### src/rtl/dcr_defines.vh
// Constants for the datapath configuration register bank
`ifndef DCR_DEFINES_VH
`define DCR_DEFINES_VH

// ----------------------------------------------------------------
// Offsets and reset values
// ----------------------------------------------------------------
`define DCR_ADDR_W        7
`define DCR_OFS_DPCTL     7'h02
`define DCR_OFS_SCALE     7'h03
`define DCR_RST_DPCTL     16'h7000
`define DCR_RST_SCALE     16'hf000
`define DCR_RST_STEPS     5'h10
`define DCR_DPCTL_WMASK   16'hf0fa
`define DCR_SCALE_WMASK   16'hf001

// ----------------------------------------------------------------
// Field positions
// ----------------------------------------------------------------
`define DCR_B_WORD_WIDE   15
`define DCR_B_CCLK_ARM    14
`define DCR_B_DCLK_ARM    13
`define DCR_B_COLL_ARM    12
`define DCR_B_FOUR_WIRE   7
`define DCR_B_MIX_ENA     6
`define DCR_B_MIX_GAIN    5
`define DCR_B_OSC_ENA     4
`define DCR_B_REV_BUS     3
`define DCR_B_TWOS        1
`define DCR_F_STEP_HI     15
`define DCR_F_STEP_LO     12
`define DCR_B_SW_TXEN     0

// ----------------------------------------------------------------
// Alarm mask bits of the alarm mask register
// ----------------------------------------------------------------
`define DCR_M_COLL        13
`define DCR_M_CCLK        10
`define DCR_M_DCLK        9
`define DCR_M_MUTED       8

`define DCR_MID_SCALE     16'h8000

`endif

### src/rtl/dcr_regs.v
// Datapath control and output scale registers with derived controls
`timescale 1ns/1ps
`default_nettype none
`include "dcr_defines.vh"

module dcr_regs #(
  parameter DATA_W = 16
) (
  // Clock and reset
  input  wire                   CLOCK_I,
  input  wire                   RESET_I,
  // Register write/read port from the serial configuration decoder
  input  wire                   WR_STB_I,
  input  wire [`DCR_ADDR_W-1:0] ADDR_I,
  input  wire [15:0]            WDATA_I,
  output reg  [15:0]            RDATA_O,
  // Alarm inputs and mask register contents
  input  wire                   CCLK_LOST_I,
  input  wire                   DCLK_LOST_I,
  input  wire                   COLLISION_I,
  input  wire [15:0]            ALARM_MASK_REG_I,
  // Transmit enable pin
  input  wire                   TXENABLE_PIN_I,
  // Input samples per channel
  input  wire [DATA_W-1:0]      SAMPLE_I_I,
  input  wire [DATA_W-1:0]      SAMPLE_Q_I,
  // Control outputs
  output reg                    WORD_WIDE_SEL_O,
  output reg                    FOUR_WIRE_PORT_SEL_O,
  output reg                    MIXER_ENA_O,
  output reg                    MIXER_GAIN_O,
  output reg                    OSC_ENA_O,
  output reg  [4:0]             FS_STEPS_O,
  output reg                    TX_ENABLE_O,
  output reg                    OUTPUT_MUTED_O,
  // Formatted samples toward the converter
  output reg  [DATA_W-1:0]      CONV_I_O,
  output reg  [DATA_W-1:0]      CONV_Q_O
);

  // ----------------------------------------------------------------
  // Register storage
  // ----------------------------------------------------------------
  // Register and step widths are fixed by the map; only the sample width varies
  localparam REG_W  = 16;
  localparam STEP_W = 5;
  localparam N_SRC  = 3;
  localparam N_CH   = 2;

  reg  [REG_W-1:0]       dpctl_r;
  reg  [REG_W-1:0]       dpctl_nxt;
  reg  [REG_W-1:0]       scale_r;
  reg  [REG_W-1:0]       scale_nxt;
  reg                    muted_r;
  wire                   mute_nxt;
  reg  [REG_W-1:0]       rdata_nxt;
  wire [STEP_W-1:0]      steps_nxt;
  wire                   tx_nxt;
  wire [N_CH*DATA_W-1:0] conv_nxt;

  // ----------------------------------------------------------------
  // Address decode
  // ----------------------------------------------------------------
  // One decoder serves the write port and the read-back mux, so they never disagree
  function hits;
    input [`DCR_ADDR_W-1:0] addr;
    input [`DCR_ADDR_W-1:0] ofs;
    begin
      hits = (addr == ofs);
    end
  endfunction

  wire                   sel_dpctl;
  wire                   sel_scale;
  wire                   wr_dpctl;
  wire                   wr_scale;

  assign sel_dpctl = hits(ADDR_I, `DCR_OFS_DPCTL);
  assign sel_scale = hits(ADDR_I, `DCR_OFS_SCALE);
  assign wr_dpctl  = WR_STB_I & sel_dpctl;
  assign wr_scale  = WR_STB_I & sel_scale;

  // ----------------------------------------------------------------
  // Register next values
  // ----------------------------------------------------------------
  // Reserved bits are held at zero whatever the host writes
  always @* begin
    dpctl_nxt = dpctl_r;
    if (wr_dpctl) begin
      dpctl_nxt = WDATA_I & `DCR_DPCTL_WMASK;
    end
  end

  always @* begin
    scale_nxt = scale_r;
    if (wr_scale) begin
      scale_nxt = WDATA_I & `DCR_SCALE_WMASK;
    end
  end

  // ----------------------------------------------------------------
  // Register flops
  // ----------------------------------------------------------------
  always @(posedge CLOCK_I) begin
    if (RESET_I) begin
      dpctl_r <= `DCR_RST_DPCTL;
      scale_r <= `DCR_RST_SCALE;
    end else begin
      dpctl_r <= dpctl_nxt;
      scale_r <= scale_nxt;
    end
  end

  // ----------------------------------------------------------------
  // Named fields
  // ----------------------------------------------------------------
  // Names for the bits that leave the block, so the output logic reads plainly
  wire                   f_word_wide;
  wire                   f_four_wire;
  wire                   f_mix_ena;
  wire                   f_mix_gain;
  wire                   f_osc_ena;
  wire                   f_rev_bus;
  wire                   f_twos;
  wire                   f_sw_txen;
  wire [3:0]             f_step;

  assign f_word_wide = dpctl_r[`DCR_B_WORD_WIDE];
  assign f_four_wire = dpctl_r[`DCR_B_FOUR_WIRE];
  assign f_mix_ena   = dpctl_r[`DCR_B_MIX_ENA];
  assign f_mix_gain  = dpctl_r[`DCR_B_MIX_GAIN];
  assign f_osc_ena   = dpctl_r[`DCR_B_OSC_ENA];
  assign f_rev_bus   = dpctl_r[`DCR_B_REV_BUS];
  assign f_twos      = dpctl_r[`DCR_B_TWOS];
  assign f_sw_txen   = scale_r[`DCR_B_SW_TXEN];
  assign f_step      = scale_r[`DCR_F_STEP_HI:`DCR_F_STEP_LO];

  // ----------------------------------------------------------------
  // Shutdown sources
  // ----------------------------------------------------------------
  // Index 0 is conversion clock loss, 1 input data clock loss, 2 pointer collision
  wire [N_SRC-1:0]       src_arm;
  wire [N_SRC-1:0]       src_alarm;
  wire [N_SRC-1:0]       src_unmasked;
  wire [N_SRC-1:0]       src_shut;
  wire                   muted_ok;

  assign src_arm      = {dpctl_r[`DCR_B_COLL_ARM],
                         dpctl_r[`DCR_B_DCLK_ARM],
                         dpctl_r[`DCR_B_CCLK_ARM]};
  assign src_alarm    = {COLLISION_I, DCLK_LOST_I, CCLK_LOST_I};
  assign src_unmasked = ~{ALARM_MASK_REG_I[`DCR_M_COLL],
                          ALARM_MASK_REG_I[`DCR_M_DCLK],
                          ALARM_MASK_REG_I[`DCR_M_CCLK]};
  assign muted_ok     = ~ALARM_MASK_REG_I[`DCR_M_MUTED];

  // Each source needs its arm bit, a raised alarm and its own flag unmasked
  genvar s;
  generate
    for (s = 0; s < N_SRC; s = s + 1) begin : g_src
      assign src_shut[s] = src_arm[s] & src_alarm[s] & src_unmasked[s];
    end
  endgenerate

  // A masked muted flag blocks every source, whatever the per-source masks say
  assign mute_nxt = muted_ok & (|src_shut);

  // ----------------------------------------------------------------
  // Mute state
  // ----------------------------------------------------------------
  // Not latched here: the alarm flags upstream hold the cause until the host clears them
  always @(posedge CLOCK_I) begin
    if (RESET_I) begin
      muted_r <= 1'b0;
    end else begin
      muted_r <= mute_nxt;
    end
  end

  // ----------------------------------------------------------------
  // Sample formatting
  // ----------------------------------------------------------------
  // Two's complement input reaches the converter as offset binary: flip the sign bit
  function [DATA_W-1:0] to_offset;
    input [DATA_W-1:0] d;
    input              twos;
    begin
      to_offset = twos ? {~d[DATA_W-1], d[DATA_W-2:0]} : d;
    end
  endfunction

  wire [N_CH*DATA_W-1:0] samp_all;

  assign samp_all = {SAMPLE_Q_I, SAMPLE_I_I};

  genvar c;
  genvar b;
  generate
    for (c = 0; c < N_CH; c = c + 1) begin : g_ch
      wire [DATA_W-1:0] raw;
      wire [DATA_W-1:0] flip;
      wire [DATA_W-1:0] ordered;
      wire [DATA_W-1:0] coded;

      assign raw = samp_all[c*DATA_W +: DATA_W];
      for (b = 0; b < DATA_W; b = b + 1) begin : g_bit
        assign flip[b] = raw[DATA_W-1-b];
      end
      assign ordered = f_rev_bus ? flip : raw;
      assign coded   = to_offset(ordered, f_twos);
      // Mid-scale keeps the converter at zero output while the alarm stands
      assign conv_nxt[c*DATA_W +: DATA_W] = muted_r ? `DCR_MID_SCALE : coded;
    end
  endgenerate

  // ----------------------------------------------------------------
  // Read-back
  // ----------------------------------------------------------------
  // Unmapped indices read as zero, so a probe of the map sees no stale word
  always @* begin
    rdata_nxt = {REG_W{1'b0}};
    if (sel_dpctl) begin
      rdata_nxt = dpctl_r;
    end else if (sel_scale) begin
      rdata_nxt = scale_r;
    end
  end

  // Read data lags the index by one cycle
  always @(posedge CLOCK_I) begin
    if (RESET_I) begin
      RDATA_O <= {REG_W{1'b0}};
    end else begin
      RDATA_O <= rdata_nxt;
    end
  end

  // ----------------------------------------------------------------
  // Datapath controls
  // ----------------------------------------------------------------
  // Controls trail the register by one cycle; consumers see a clean flop edge
  always @(posedge CLOCK_I) begin
    if (RESET_I) begin
      WORD_WIDE_SEL_O      <= 1'b0;
      FOUR_WIRE_PORT_SEL_O <= 1'b0;
      MIXER_ENA_O          <= 1'b0;
      MIXER_GAIN_O         <= 1'b0;
      OSC_ENA_O            <= 1'b0;
    end else begin
      WORD_WIDE_SEL_O      <= f_word_wide;
      FOUR_WIRE_PORT_SEL_O <= f_four_wire;
      MIXER_ENA_O          <= f_mix_ena;
      MIXER_GAIN_O         <= f_mix_gain;
      // Coarse mixing needs only the mixer enable, not the oscillator
      OSC_ENA_O            <= f_osc_ena;
    end
  end

  // ----------------------------------------------------------------
  // Full-scale step count
  // ----------------------------------------------------------------
  // Reported as field plus one so a consumer can scale the current directly
  assign steps_nxt = {{(STEP_W-4){1'b0}}, f_step} + {{(STEP_W-1){1'b0}}, 1'b1};

  always @(posedge CLOCK_I) begin
    if (RESET_I) begin
      FS_STEPS_O <= `DCR_RST_STEPS;
    end else begin
      FS_STEPS_O <= steps_nxt;
    end
  end

  // ----------------------------------------------------------------
  // Transmit enable
  // ----------------------------------------------------------------
  // Either source turns the output on; both must be low to turn it off
  assign tx_nxt = f_sw_txen | TXENABLE_PIN_I;

  always @(posedge CLOCK_I) begin
    if (RESET_I) begin
      TX_ENABLE_O <= 1'b0;
    end else begin
      TX_ENABLE_O <= tx_nxt;
    end
  end

  // ----------------------------------------------------------------
  // Converter outputs
  // ----------------------------------------------------------------
  // Reset parks both paths at mid-scale so nothing is transmitted before setup
  always @(posedge CLOCK_I) begin
    if (RESET_I) begin
      OUTPUT_MUTED_O <= 1'b0;
      CONV_I_O       <= `DCR_MID_SCALE;
      CONV_Q_O       <= `DCR_MID_SCALE;
    end else begin
      OUTPUT_MUTED_O <= muted_r;
      CONV_I_O       <= conv_nxt[0 +: DATA_W];
      CONV_Q_O       <= conv_nxt[DATA_W +: DATA_W];
    end
  end

endmodule
`default_nettype wire

### config.mk
export PLATFORM = sky130hd
export DESIGN_NAME = dcr_regs
export DESIGN_NICKNAME = d
export VERILOG_FILES = /design/src/rtl/dcr_regs.v
export VERILOG_INCLUDE_DIRS = /design/src /design/src/rtl
export SDC_FILE = /design/constraint.sdc
export NUM_CORES = 1
export LEC_CHECK = 0
export BUFFER_PORTS_ARGS = -buffer_cell sky130_fd_sc_hd__buf_2
export CAP_MARGIN = 20
export CORE_MARGIN = 2
export CORE_UTILIZATION = 50
export CTS_BUF_LIST = sky130_fd_sc_hd__clkbuf_4
export DETAILED_ROUTE_END_ITERATION = 10
export PLACE_DENSITY = 0.94
export SLEW_MARGIN = 20
export SYNTH_ARGS = -nofsm -noshare
export SYNTH_HDL_FRONTEND = slang
export SYNTH_SLANG_ARGS = --single-unit
### constraint.sdc
create_clock -name CLOCK_I -period 4 [get_ports CLOCK_I]
set_input_delay 0.4 -clock CLOCK_I [delete_from_list [all_inputs] [get_ports CLOCK_I]]
set_output_delay 0.4 -clock CLOCK_I [all_outputs]
set_load 0.005 [all_outputs]
==> reports/qor.csv <==
metric,value,unit
outcome,"complete, no violations",
post-synth cell types,27,
CTS root buffer,clkbuf_4,
Yosys warnings,0,
Worst-Skew Late Latency,400,ps
Post-synth EDFFs,0,
antenna violations before repair,0,
Reg power frac,61.7,%
final hold viol count,0,
hold-fix buffers at CTS,0,
CTS resizes,0,
die footprint,5810,um^2
CTS tree,done,
leakage power,1.56,nW
R2R Path Start,dpctl_r[3],
gpl congestion,0.772,
drt pass-1 iters,4,
flop2flop setup slack,2320,ps
Tightest Hold Check Type,primary input to flip-flop,
CP endpoint kind,flip-flop,
Worst R2R End,CONV_Q_O[15],
max_cap viols,0,
first-pass GRT wire length,8690,um
Worst Clk Skew,8.80,ps
TNS Setup,0,ps
Iter 0 DRT Violations,51,
CP required,4290,ps
HP Start,ALARM_MASK_REG_I[8],
layout cells sized above 1,40.6,%
Post-Place Cell Area,3180,um^2
# rows,26,
ys async rst share,0,%
combinational cell fraction of total power,8.9,%
Synth Flop Type,dfxtp_1,
final wirelength,5240,um
Vias/cell,4.71,
Layout Nets,431,
vias,2002,
Synth Area per Inst,10.8,um^2
number of global-route vias before repair,1923,
IO buf count,115,
H-tree depth,3,
initial core utilization,51.4,%
Synth Cell Area,2610,um^2
sequential share of the synthesized area,54.5,%
CP arrival,1960,ps
WHS Path Cells,2,
Clock Power Share,29.4,%
Post-CTS Setup Inserts,0,
Ant. Diodes,0,
Int Power,912,uW
Slew Limit Fails,0,
Mapped Cells,241,
Crit Path Class,flip-flop to flip-flop,
Worst-Margin Slew,967,ps
GR Overflow Total,0,
worst hold endpoint,muted_r,
Area Growth Syn to Fin,25.4,%
largest net degree at the start of global routing,38,
Psw,277,uW
R2R depth,3,
unrepaired setup endpoints after global routing,no,
Total Routing Usage GR,19.0,%
DR WL/cell,12.3,um
Final setup viols,0,
slew margin rel.,35.5,%
Yosys reg bits,71,
Fmax,597,MHz
Max VDD drop,177,uV
crit path launch type,flip-flop,
switch share,23.3,%
Die Wd,76.3,um
final critical-path required period,1680,ps
Pwr Density,363,nW/um^2
Core ar.,5070,um^2
DP HPWL,3870,um
Die Y,76.3,um
Max clock buf depth,2,
clk slew on worst S/H paths,100,ps
ANT nets after route,0,
Clock Sink Count,71,
Residual DRC,0,
Tcrit/Tclk final,41.9,%
number of CTS-inserted buffers,9,
Final Instance Area,3270,um^2
worst-path maximum fanout,34,
IO Pins,138,
final cells by class:
class                   instances  area, um^2
clock buffers                  11        82.6
multi-input cells             155        1090
fillers                       399        1800
flip-flops and latches         71        1420
clock inverters                 3        12.5
repair buffers                115         576
well taps                      70        87.6
cells in the mapped netlist (2+ instances only):
master | instances | area share, %
and3_1 | 3 | 0.72
and3_2 | 6 | 1.7
buf_2 | 5 | 0.96
buf_4 | 5 | 1.4
buf_6 | 2 | 0.86
clkbuf_1 | 7 | 1.0
dfxtp_1 | 71 | 54
mux2_4 | 5 | 2.9
mux2i_1 | 46 | 18
nand2_1 | 4 | 0.58
nand2b_1 | 6 | 1.4
nand3_1 | 3 | 0.58
nor2_1 | 51 | 7.3
nor2b_1 | 12 | 2.9
xor2_1 | 3 | 1.0
cell usage in the layout (no fill, tap or decap), types with 2 or more instances in the layout:
master	netlist	final
and3_1	3	3
and3_2	6	6
buf_2	5	115
clkbuf_4	0	11
clkinv_1	0	2
conb_1	1	5
dfxtp_1	71	70
mux2_4	5	5
mux2i_1	46	46
nand2_1	4	4
nand2b_1	6	6
nand3_1	3	3
nor2_1	51	51
nor2b_1	12	12
xor2_1	3	3
through the flow:
step | util, % | power, mW | std cells | hold WS, ps | setup slack, ps
after floorplan | - | 0.801 | 245 | 431 | 2440
after global placement | 62.6 | 0.852 | 411 | 463 | 1920
after detailed placement | 62.6 | 0.857 | 411 | 463 | 1900
after CTS | 64.5 | 1.20 | 425 | 144 | 2330
after global routing | 64.5 | 1.25 | 425 | 143 | 2200
final | 64.5 | 1.19 | 425 | 174 | 2320
power groups by stage:
| stage | clock network, mW | logic, mW | registers [mW] |
|---|---|---|---|
| after floorplan | 0 | 0.0478 | 0.753 |
| after global placement | 0 | 0.103 | 0.749 |
| after detailed placement | 0 | 0.106 | 0.750 |
| after CTS | 0.359 | 0.107 | 0.734 |
| after global routing | 0.398 | 0.118 | 0.737 |
| final | 0.349 | 0.106 | 0.734 |
metal layers:
metal	up-vias	GRT usage, %	share of wire [%]
li1	1010	-	-
met5	-	0	0
met2	88	31.3	45
met3	12	5.57	7.5
met4	0	9.82	2.2
met1	892	22.5	45
registers in the layout (all words and copies together) (netlist names):
name / count
RDATA_O: 11
MIXER_ENA_O: 1
muted_r: 1
CONV_I_O: 16
OUTPUT_MUTED_O: 1
OSC_ENA_O: 1
MIXER_GAIN_O: 1
TX_ENABLE_O: 1
CONV_Q_O: 16
FS_STEPS_O: 5
dpctl_r: 10
WORD_WIDE_SEL_O: 1
scale_r: 5
FOUR_WIRE_PORT_SEL_O: 1
worst max path at each step:
stage               start      endpoint  slack (ps)
2_1_floorplan   ADDR_I[0]   dpctl_r[15]        2440
3_3_place_gp    ADDR_I[3]    dpctl_r[4]        1920
3_5_place_dp    ADDR_I[3]    dpctl_r[6]        1900
4_1_cts        dpctl_r[3]  CONV_Q_O[15]        2330
5_1_grt        dpctl_r[3]  CONV_Q_O[15]        2200
6_report       dpctl_r[3]  CONV_Q_O[15]        2320
cell families (layout without fill, tap and decap cells):
family,count (synthesis),count (layout),synth area share [%]
compound gates,3,3,0.959
fa+ha+maj,1,1,0.479
other cells,1,5,0.144
buf+inv,19,129,4.27
simple gates,91,91,17.8
mux,51,51,20.5
flops,71,71,54.5
xor+xnor,4,4,1.34
worst max-delay path, cell delays in order (launching register included):
cell and delay, ps:
dfxtp_2 980, mux2i_1 340, xor2_1 170, nand2_1 60
Note: power is estimated with default switching activity, not from simulation.
